--- src/verilog/srw_defs.svh ---
`ifndef SRW_DEFS_SVH
`define SRW_DEFS_SVH

// clock rate in cycles per microsecond (10 MHz)
`define SRW_CLK_PER_US   10
`define SRW_US_PER_MS    1000

// selectable reset hold times in milliseconds
`define SRW_HOLD0_MS     50
`define SRW_HOLD1_MS     100
`define SRW_HOLD2_MS     200
`define SRW_HOLD3_MS     300

// hold times as clock cycles
`define SRW_HOLD0_CYC (`SRW_HOLD0_MS * `SRW_US_PER_MS * `SRW_CLK_PER_US)
`define SRW_HOLD1_CYC (`SRW_HOLD1_MS * `SRW_US_PER_MS * `SRW_CLK_PER_US)
`define SRW_HOLD2_CYC (`SRW_HOLD2_MS * `SRW_US_PER_MS * `SRW_CLK_PER_US)
`define SRW_HOLD3_CYC (`SRW_HOLD3_MS * `SRW_US_PER_MS * `SRW_CLK_PER_US)

`define SRW_CNT_W        22
`define SRW_ADDR_W       8
`define SRW_DATA_W       8

// register offsets
`define SRW_CTRL_OFS     8'h00
`define SRW_STAT_OFS     8'h04

// control register fields and reset value
`define SRW_CTRL_SEL_LO  0
`define SRW_CTRL_SEL_HI  1
`define SRW_CTRL_BP_LO   2
`define SRW_CTRL_BP_HI   3
`define SRW_CTRL_RST     8'h00

// status register fields
`define SRW_ST_MON3      0
`define SRW_ST_MON2      1
`define SRW_ST_RESET     2
`define SRW_ST_WP        3
`define SRW_ST_MR        4
`define SRW_ST_REFUSED   5

// synchroniser lanes
`define SRW_SYNC_W       6
`define SRW_SY_MON3      0
`define SRW_SY_MON2      1
`define SRW_SY_SUPPLY    2
`define SRW_SY_MR        3
`define SRW_SY_WP        4
`define SRW_SY_SDA       5

`endif

--- src/verilog/srw_pkg.sv ---
`default_nettype none

package srw_pkg;

   typedef logic [7:0] srw_addr_t;
   typedef logic [7:0] srw_data_t;
   typedef logic [1:0] srw_sel_t;

   typedef enum logic [2:0] {
      ST_RUN    = 3'b001,
      ST_ASSERT = 3'b010,
      ST_HOLD   = 3'b100
   } srw_state_t;

endpackage : srw_pkg

`default_nettype wire

--- src/verilog/srw_hold_if.sv ---
`timescale 1ns/100ps
`default_nettype none

interface srw_hold_if;
   import srw_pkg::*;
   logic     cause;
   srw_sel_t sel;
   logic     busy;
   modport timer (input cause, input sel, output busy);
   modport ctrl  (output cause, output sel, input busy);
endinterface : srw_hold_if

`default_nettype wire

--- src/verilog/srw_supervisor.sv ---
`timescale 1ns/100ps
`default_nettype none
`include "srw_defs.svh"

module srw_supervisor #(
   parameter int unsigned HOLD_CYC0 = `SRW_HOLD0_CYC,
   parameter int unsigned HOLD_CYC1 = `SRW_HOLD1_CYC,
   parameter int unsigned HOLD_CYC2 = `SRW_HOLD2_CYC,
   parameter int unsigned HOLD_CYC3 = `SRW_HOLD3_CYC
) (
   input  wire logic        core_clk,
   input  wire logic        rst_b,
   // comparator results and pins, asynchronous
   input  wire logic        monitor3CmpIn,
   input  wire logic        monitor2CmpIn,
   input  wire logic        supplyAboveTrip,
   input  wire logic        manualResetInput,
   input  wire logic        writeProtectIn,
   input  wire logic        serialDataIn,
   // register port
   input  wire srw_pkg::srw_addr_t regAddr,
   input  wire srw_pkg::srw_data_t regWdata,
   input  wire logic        regWrStb,
   input  wire logic        regRdStb,
   output logic [7:0]       regRdata,
   // write requests from the serial engine, same clock
   input  wire logic        wrReqNv,
   input  wire logic        wrReqVol,
   output logic             wrGrantNv,
   output logic             wrGrantVol,
   output logic             wrRefused,
   // supervisor outputs
   output logic             monitor3FailOut,
   output logic             monitor2FailOut,
   output logic             supplyResetOut,
   output logic             serialDataRx
);
   import srw_pkg::*;

   logic [`SRW_SYNC_W-1:0] syncIn;
   logic [`SRW_SYNC_W-1:0] sync1_reg;
   logic [`SRW_SYNC_W-1:0] sync2_reg;

   logic                   mon3Sync;
   logic                   mon2Sync;
   logic                   supplyOkSync;
   logic                   mrSync;
   logic                   wpSync;
   logic                   sdaSync;

   logic [7:0]             ctrl_reg;
   logic [7:0]             ctrl_next;
   logic [7:0]             statusWord;
   logic                   refused_reg;
   logic                   refused_next;
   logic [7:0]             rdata_next;

   srw_sel_t               holdSel;
   logic [1:0]             protBits;
   logic                   protActive;
   logic                   nvBlocked;
   logic                   volBlocked;
   logic                   nvRefuse;
   logic                   volRefuse;
   logic                   refuseNow;
   logic                   resetCause;
   logic                   ctrlWr;
   logic                   statWr;
   logic                   refusedClr;

   srw_hold_if             holdBus ();

   function automatic logic hitReg(input srw_addr_t a,
                                   input srw_addr_t ofs);
      hitReg = (a == ofs);
   endfunction : hitReg

   // ------------------------------------------------------------------
   // input synchronisers: two flops per lane
   // ------------------------------------------------------------------
   assign syncIn[`SRW_SY_MON3]   = monitor3CmpIn;
   assign syncIn[`SRW_SY_MON2]   = monitor2CmpIn;
   assign syncIn[`SRW_SY_SUPPLY] = supplyAboveTrip;
   assign syncIn[`SRW_SY_MR]     = manualResetInput;
   assign syncIn[`SRW_SY_WP]     = writeProtectIn;
   assign syncIn[`SRW_SY_SDA]    = serialDataIn;

   // lanes reset low, so the supply reads failed until two edges pass
   genvar gi;
   generate
      for (gi = 0; gi < `SRW_SYNC_W; gi++) begin : g_sync
         always_ff @(posedge core_clk or negedge rst_b) begin
            if (!rst_b) begin
               sync1_reg[gi] <= 1'b0;
               sync2_reg[gi] <= 1'b0;
            end else begin
               sync1_reg[gi] <= syncIn[gi];
               sync2_reg[gi] <= sync1_reg[gi];
            end
         end
      end
   endgenerate

   assign mon3Sync     = sync2_reg[`SRW_SY_MON3];
   assign mon2Sync     = sync2_reg[`SRW_SY_MON2];
   assign supplyOkSync = sync2_reg[`SRW_SY_SUPPLY];
   assign mrSync       = sync2_reg[`SRW_SY_MR];
   assign wpSync       = sync2_reg[`SRW_SY_WP];
   assign sdaSync      = sync2_reg[`SRW_SY_SDA];

   // ------------------------------------------------------------------
   // voltage monitor fail outputs
   // ------------------------------------------------------------------
   always_ff @(posedge core_clk or negedge rst_b) begin
      if (!rst_b) begin
         monitor3FailOut <= 1'b0;
      end else begin
         monitor3FailOut <= mon3Sync;
      end
   end

   always_ff @(posedge core_clk or negedge rst_b) begin
      if (!rst_b) begin
         monitor2FailOut <= 1'b0;
      end else begin
         monitor2FailOut <= mon2Sync;
      end
   end

   // ------------------------------------------------------------------
   // serial data receiver, never gated
   // ------------------------------------------------------------------
   always_ff @(posedge core_clk or negedge rst_b) begin
      if (!rst_b) begin
         serialDataRx <= 1'b0;
      end else begin
         serialDataRx <= sdaSync;
      end
   end

   // ------------------------------------------------------------------
   // supply reset sequencing
   // ------------------------------------------------------------------
   assign holdSel    = srw_sel_t'({ctrl_reg[`SRW_CTRL_SEL_HI],
                                   ctrl_reg[`SRW_CTRL_SEL_LO]});
   assign resetCause = mrSync
                     | !supplyOkSync;

   assign holdBus.cause = resetCause;
   assign holdBus.sel   = holdSel;

   srw_hold_timer #(
      .HOLD_CYC0 (HOLD_CYC0),
      .HOLD_CYC1 (HOLD_CYC1),
      .HOLD_CYC2 (HOLD_CYC2),
      .HOLD_CYC3 (HOLD_CYC3)
   ) u_hold (
      .core_clk (core_clk),
      .rst_b    (rst_b),
      .hold     (holdBus.timer)
   );

   // high from reset: power-up is a reset cycle
   always_ff @(posedge core_clk or negedge rst_b) begin
      if (!rst_b) begin
         supplyResetOut <= 1'b1;
      end else begin
         supplyResetOut <= resetCause | holdBus.busy;
      end
   end

   // ------------------------------------------------------------------
   // write protection gate
   // ------------------------------------------------------------------
   assign protBits = {ctrl_reg[`SRW_CTRL_BP_HI], ctrl_reg[`SRW_CTRL_BP_LO]};

   // a floating pin is pulled low outside, so only a driven high protects
   assign protActive = wpSync;

   assign nvBlocked  = protActive;
   assign volBlocked = protActive && (protBits != 2'h0);

   // each request kind is judged on its own, both may come at once
   assign nvRefuse  = wrReqNv && nvBlocked;
   assign volRefuse = wrReqVol && volBlocked;
   assign refuseNow = nvRefuse || volRefuse;

   always_ff @(posedge core_clk or negedge rst_b) begin
      if (!rst_b) begin
         wrGrantNv <= 1'b0;
      end else begin
         wrGrantNv <= wrReqNv && !nvBlocked;
      end
   end

   always_ff @(posedge core_clk or negedge rst_b) begin
      if (!rst_b) begin
         wrGrantVol <= 1'b0;
      end else begin
         wrGrantVol <= wrReqVol && !volBlocked;
      end
   end

   always_ff @(posedge core_clk or negedge rst_b) begin
      if (!rst_b) begin
         wrRefused <= 1'b0;
      end else begin
         wrRefused <= refuseNow;
      end
   end

   // ------------------------------------------------------------------
   // register port
   // ------------------------------------------------------------------
   assign ctrlWr     = regWrStb && hitReg(regAddr, `SRW_CTRL_OFS);
   assign statWr     = regWrStb && hitReg(regAddr, `SRW_STAT_OFS);
   assign refusedClr = statWr && regWdata[`SRW_ST_REFUSED];

   // only the select and protect fields exist, upper bits read zero
   always_comb begin
      ctrl_next = ctrl_reg;
      if (ctrlWr) begin
         ctrl_next                   = `SRW_CTRL_RST;
         ctrl_next[`SRW_CTRL_SEL_LO] = regWdata[`SRW_CTRL_SEL_LO];
         ctrl_next[`SRW_CTRL_SEL_HI] = regWdata[`SRW_CTRL_SEL_HI];
         ctrl_next[`SRW_CTRL_BP_LO]  = regWdata[`SRW_CTRL_BP_LO];
         ctrl_next[`SRW_CTRL_BP_HI]  = regWdata[`SRW_CTRL_BP_HI];
      end
   end

   always_ff @(posedge core_clk or negedge rst_b) begin
      if (!rst_b) begin
         ctrl_reg <= `SRW_CTRL_RST;
      end else begin
         ctrl_reg <= ctrl_next;
      end
   end

   // sticky refusal flag: a new refusal wins over a clear
   always_comb begin
      refused_next = refused_reg;
      if (refusedClr) begin
         refused_next = 1'b0;
      end
      if (refuseNow) begin
         refused_next = 1'b1;
      end
   end

   always_ff @(posedge core_clk or negedge rst_b) begin
      if (!rst_b) begin
         refused_reg <= 1'b0;
      end else begin
         refused_reg <= refused_next;
      end
   end

   // status bits are assembled apart from the read mux
   always_comb begin
      statusWord                   = 8'h00;
      statusWord[`SRW_ST_MON3]     = monitor3FailOut;
      statusWord[`SRW_ST_MON2]     = monitor2FailOut;
      statusWord[`SRW_ST_RESET]    = supplyResetOut;
      statusWord[`SRW_ST_WP]       = wpSync;
      statusWord[`SRW_ST_MR]       = mrSync;
      statusWord[`SRW_ST_REFUSED]  = refused_reg;
   end

   always_comb begin
      rdata_next = 8'h00;
      if (regRdStb) begin
         if (hitReg(regAddr, `SRW_CTRL_OFS)) begin
            rdata_next = ctrl_reg;
         end else if (hitReg(regAddr, `SRW_STAT_OFS)) begin
            rdata_next = statusWord;
         end
      end
   end

   // read data stands one cycle only, zero otherwise
   always_ff @(posedge core_clk or negedge rst_b) begin
      if (!rst_b) begin
         regRdata <= 8'h00;
      end else begin
         regRdata <= rdata_next;
      end
   end

endmodule : srw_supervisor

`default_nettype wire

--- src/verilog/srw_hold_timer.sv ---
`timescale 1ns/100ps
`default_nettype none
`include "srw_defs.svh"

module srw_hold_timer #(
   parameter int unsigned HOLD_CYC0 = `SRW_HOLD0_CYC,
   parameter int unsigned HOLD_CYC1 = `SRW_HOLD1_CYC,
   parameter int unsigned HOLD_CYC2 = `SRW_HOLD2_CYC,
   parameter int unsigned HOLD_CYC3 = `SRW_HOLD3_CYC
) (
   input wire logic core_clk,
   input wire logic rst_b,
   srw_hold_if.timer hold
);
   import srw_pkg::*;

   srw_state_t                state_reg;
   logic [`SRW_CNT_W-1:0]     cnt_reg;
   logic [`SRW_CNT_W-1:0]     limit;

   function automatic logic [`SRW_CNT_W-1:0] holdLimit(input srw_sel_t s);
      unique case (s)
         2'h0: holdLimit = `SRW_CNT_W'(HOLD_CYC0);
         2'h1: holdLimit = `SRW_CNT_W'(HOLD_CYC1);
         2'h2: holdLimit = `SRW_CNT_W'(HOLD_CYC2);
         2'h3: holdLimit = `SRW_CNT_W'(HOLD_CYC3);
      endcase
   endfunction : holdLimit

   assign limit = holdLimit(hold.sel);

   // power-up counts as a reset: hold starts on release
   always_ff @(posedge core_clk or negedge rst_b) begin
      if (!rst_b) begin
         state_reg <= ST_HOLD;
      end else begin
         unique case (state_reg)
            ST_RUN: begin
               if (hold.cause) state_reg <= ST_ASSERT;
            end
            ST_ASSERT: begin
               if (!hold.cause) state_reg <= ST_HOLD;
            end
            ST_HOLD: begin
               if (hold.cause) begin
                  state_reg <= ST_ASSERT;
               end else if (cnt_reg >= limit - `SRW_CNT_W'(1)) begin
                  state_reg <= ST_RUN;
               end
            end
            default: state_reg <= ST_HOLD;
         endcase
      end
   end

   // counter restarts whenever a cause appears
   always_ff @(posedge core_clk or negedge rst_b) begin
      if (!rst_b) begin
         cnt_reg <= '0;
      end else if (state_reg == ST_HOLD && !hold.cause) begin
         cnt_reg <= cnt_reg + `SRW_CNT_W'(1);
      end else begin
         cnt_reg <= '0;
      end
   end

   assign hold.busy = (state_reg != ST_RUN);

endmodule : srw_hold_timer

`default_nettype wire

--- config.mk ---
export PLATFORM = sky130hd
export DESIGN_NAME = srw_supervisor
export DESIGN_NICKNAME = d
export VERILOG_FILES = /design/src/verilog/srw_pkg.sv /design/src/verilog/srw_hold_if.sv /design/src/verilog/srw_supervisor.sv /design/src/verilog/srw_hold_timer.sv
export VERILOG_INCLUDE_DIRS = /design/src /design/src/verilog
export SDC_FILE = /design/constraint.sdc
export NUM_CORES = 1
export LEC_CHECK = 0
export BUFFER_PORTS_ARGS = -buffer_cell sky130_fd_sc_hd__buf_4
export CAP_MARGIN = 15
export CORE_UTILIZATION = 58
export CTS_CLUSTER_SIZE = 20
export DETAILED_ROUTE_END_ITERATION = 16
export PLACE_DENSITY = 0.84
export SYNTH_ARGS = -nofsm -noshare
export SYNTH_HDL_FRONTEND = slang
export SYNTH_SLANG_ARGS = --single-unit
--- constraint.sdc ---
create_clock -name core_clk -period 3.2 [get_ports core_clk]
set_input_delay 0.32 -clock core_clk [delete_from_list [all_inputs] [get_ports core_clk]]
set_output_delay 0.32 -clock core_clk [all_outputs]
set_load 0.01 [all_outputs]
==> flow_metrics.env <==
export IMPL_ff2ff_setup_slack_ps=900
export IMPL_setup_slack_ps=904.7
export IMPL_hold_viol=0
export IMPL_antenna_left=0
export IMPL_final_cells=330
export IMPL_critical_path_class="reg2reg"
export IMPL_ys_ff_latch=55
export IMPL_grt_pass1_vias=1772
export IMPL_syn_to_final_growth_pct=16.14
export IMPL_p_leak_uw=0.001383
export IMPL_synth_yosys_warnings=0
export IMPL_worstSkewPairLatency_ps=310
export IMPL_synth_compound_area_share_pct=9.130
export IMPL_drc=0
export IMPL_synthArstFlopShare_pct=100.0
export IMPL_grt_usage_pct=22.34
export IMPL_fmax_mhz=435.7
export IMPL_yosys_area_share_simple_pct=18.50
export IMPL_clkSinkCount=55
export IMPL_first_iter_violations=98
export IMPL_n_antenna_cell=0
export IMPL_postCtsHoldBufs=0
export IMPL_r2r_start="ctrl_reg[1]"
export IMPL_timing_final_crit_share_pct=71.73
export IMPL_clockBufferDepth=2
export IMPL_status="finished, final reports clean"
export IMPL_critPathLaunch="ctrl_reg[1]"
export IMPL_io_pin_count=43
export IMPL_synth_top_family_by_area="simple AND/OR/NAND/NOR gates"
export IMPL_tritoncts="built"
export IMPL_use_met2_pct=38.60
export IMPL_clk_pin_slew_ps=100
export IMPL_critPathRequiredTime_ps=3430
export IMPL_holdCritPathClass="in2async"
export IMPL_synth_adder_area_share_pct=8.696
export IMPL_setup_viol_count_final=0
export IMPL_cap_violations=0
export IMPL_synth_xor_area_share_pct=5.072
export IMPL_ir_worst_vdd_uv=316.1
export IMPL_antenna_found_initial=0
export IMPL_netlist_instances=238
export IMPL_vias_per_cell=5.612
export IMPL_dp_hpwl_um=3323
export IMPL_place_congestion=0.9053
export IMPL_fin_total_pwr_uw=1298
export IMPL_min_period_ps=2295
export IMPL_syn_area_um2=2590
export IMPL_crit_path_end_kind="flop"
export IMPL_largest_register_ffs=22
export IMPL_muxShareOfSynthArea_pct=1.739
export IMPL_numPlacedInstances=322
export IMPL_vias=1852
export IMPL_busiest_layer="met2"
export IMPL_ys_flop_type="dfrtp_1"
export IMPL_htreeDepth=2
export IMPL_grt_pass1_wl_um=7596
export IMPL_root_buffer="clkbuf_8"
export IMPL_multi_input_area_um2=1136
export IMPL_dpl_cell_area_um2=2915
export IMPL_ctsResizeCount=0
export IMPL_rsz0062_at_grt="false"
export IMPL_routed_wl_um=4512
export IMPL_globalRouteMet3Util_pct=5.428
export IMPL_layout_drive_gt1_share_pct=19.64
export IMPL_tritoncts_num_buffers=5
export IMPL_arrival_ps=2520
export IMPL_ys_seq_area_share_pct=53.24
export IMPL_dr_pass1_iters=4
export IMPL_seqCellArea_um2=1379
export IMPL_grtUsageMet1_pct=26.41
export IMPL_wire_per_inst_um=13.67
export IMPL_synth_edff_count=0
export IMPL_rows=23
export IMPL_tns_ps=0
export IMPL_overflow=0
export IMPL_maxSlewViolCount=0
export IMPL_dieArea_um2=4737
export IMPL_die_w_um=68.83
export IMPL_nNetsFinal=325
export IMPL_core_um2=4144
export IMPL_cts_setup_buffers=0
export IMPL_n_fill_cell=324
export IMPL_pwr_density_cell_nw_per_um2=431.5
export IMPL_critPathLaunchType="flop"
export IMPL_avgSynthCellArea_um2=10.88
export IMPL_crit_fanout=6
export IMPL_die_h_um=68.83
export IMPL_skew_ps=7.134
export IMPL_port_buffers=37
export IMPL_design_area_um2=3008
export IMPL_ys_types=41
export IMPL_initial_core_util_pct=62.50
export IMPL_grt_max_degree=56
export IMPL_dpl_worst_slack_ps=943.8
export IMPL_worstMarginPinSlew_ps=654.6
export IMPL_relSlewSlack_pct=56.36
[report_power, final]
part | internal [uW] | switching (uW)
combinational | 69.7 | 76.6
sequential | 732 | 36.4
clock | 158 | 225
total | 960 | 338
[cells in the mapped netlist (2+ instances only)]
library cell / count / area [um^2]
clkbuf_1: 5 / 18.77
dfstp_2: 2 / 52.55
or3_1: 8 / 50.05
nand2_1: 11 / 41.29
dfrtp_1: 53 / 1326
buf_4: 2 / 15.01
nor2b_1: 4 / 25.02
mux2_1: 4 / 45.04
conb_1: 2 / 7.510
xnor2_1: 10 / 87.58
ha_1: 18 / 225.2
nor3_1: 5 / 25.02
o21ai_0: 11 / 55.05
nor2_1: 22 / 82.58
xor2_1: 5 / 43.79
o21a_1: 2 / 15.01
nand4_1: 4 / 25.02
and4_1: 3 / 26.28
a21o_1: 3 / 22.52
inv_1: 14 / 52.55
nand3_1: 9 / 45.04
and3_1: 3 / 18.77
and2_1: 4 / 25.02
a22o_1: 4 / 35.03
a21oi_1: 14 / 70.07
[metal layers]
metal / wire (um) / share of wire [%]
met5: 0 / 0
met3: 157 / 3.5
met4: 89 / 2.0
met2: 2303 / 51
met1: 1963 / 44
[layout make-up]
type,instances,area share (%)
inverters,14,1.747
clock inverters,3,0.7904
multi-input cells,165,37.77
flip-flops and latches,55,45.84
repair buffers,38,9.484
well taps,50,2.080
clock buffers,5,2.288
[stage by stage]
step | hold slack, ps | utilization [%]
6_report | 30.77 | 72.58
4_1_cts | 45.69 | 72.58
2_1_floorplan | 24.41 | -
3_3_place_gp | 332.7 | 70.35
5_1_grt | 80.89 | 72.58
3_5_place_dp | 334.7 | 70.35
[final timing paths]
path                                       endpoint  cells after the start
worst max-delay path            u_hold.state_reg[2]                      9
worst min-delay path                   sync1_reg[0]                      1
worst max register to register  u_hold.state_reg[2]                      9
worst min register to register               mrSync                      0
max in group asynchronous         u_hold.cnt_reg[7]                      1
min in group core_clk                  sync1_reg[4]                      1
[placed cells by master, fill, tap and decap left out, types with 8 or more instances in the layout]
master / count
dfrtp_1: 53
o21ai_0: 11
nand3_1: 9
ha_1: 18
or3_1: 8
buf_4: 38
a21oi_1: 14
nor2_1: 22
nand2_1: 11
xnor2_1: 10
inv_1: 14
[cells by family (layout without fill, tap and decap cells)]
group | after synthesis | in the layout
AND/OR/NAND/NOR | 84 | 84
flip-flops | 55 | 55
AO/OA/AOI/OAI | 39 | 39
buffers and inverters | 21 | 60
adder cells (fa/ha/maj) | 18 | 18
XOR/XNOR | 15 | 15
multiplexers | 4 | 4
other | 2 | 5
[critical path: stages (launching register included)]
cell and delay [ps]:
dfrtp_1 460, inv_1 110, nor2_1 220, inv_1 80, ha_1 290, and4_1 260
nand4_1 100, or4_1 400, o211ai_1 130, o311ai_0 160
Note: power is estimated with default switching activity, not from simulation.
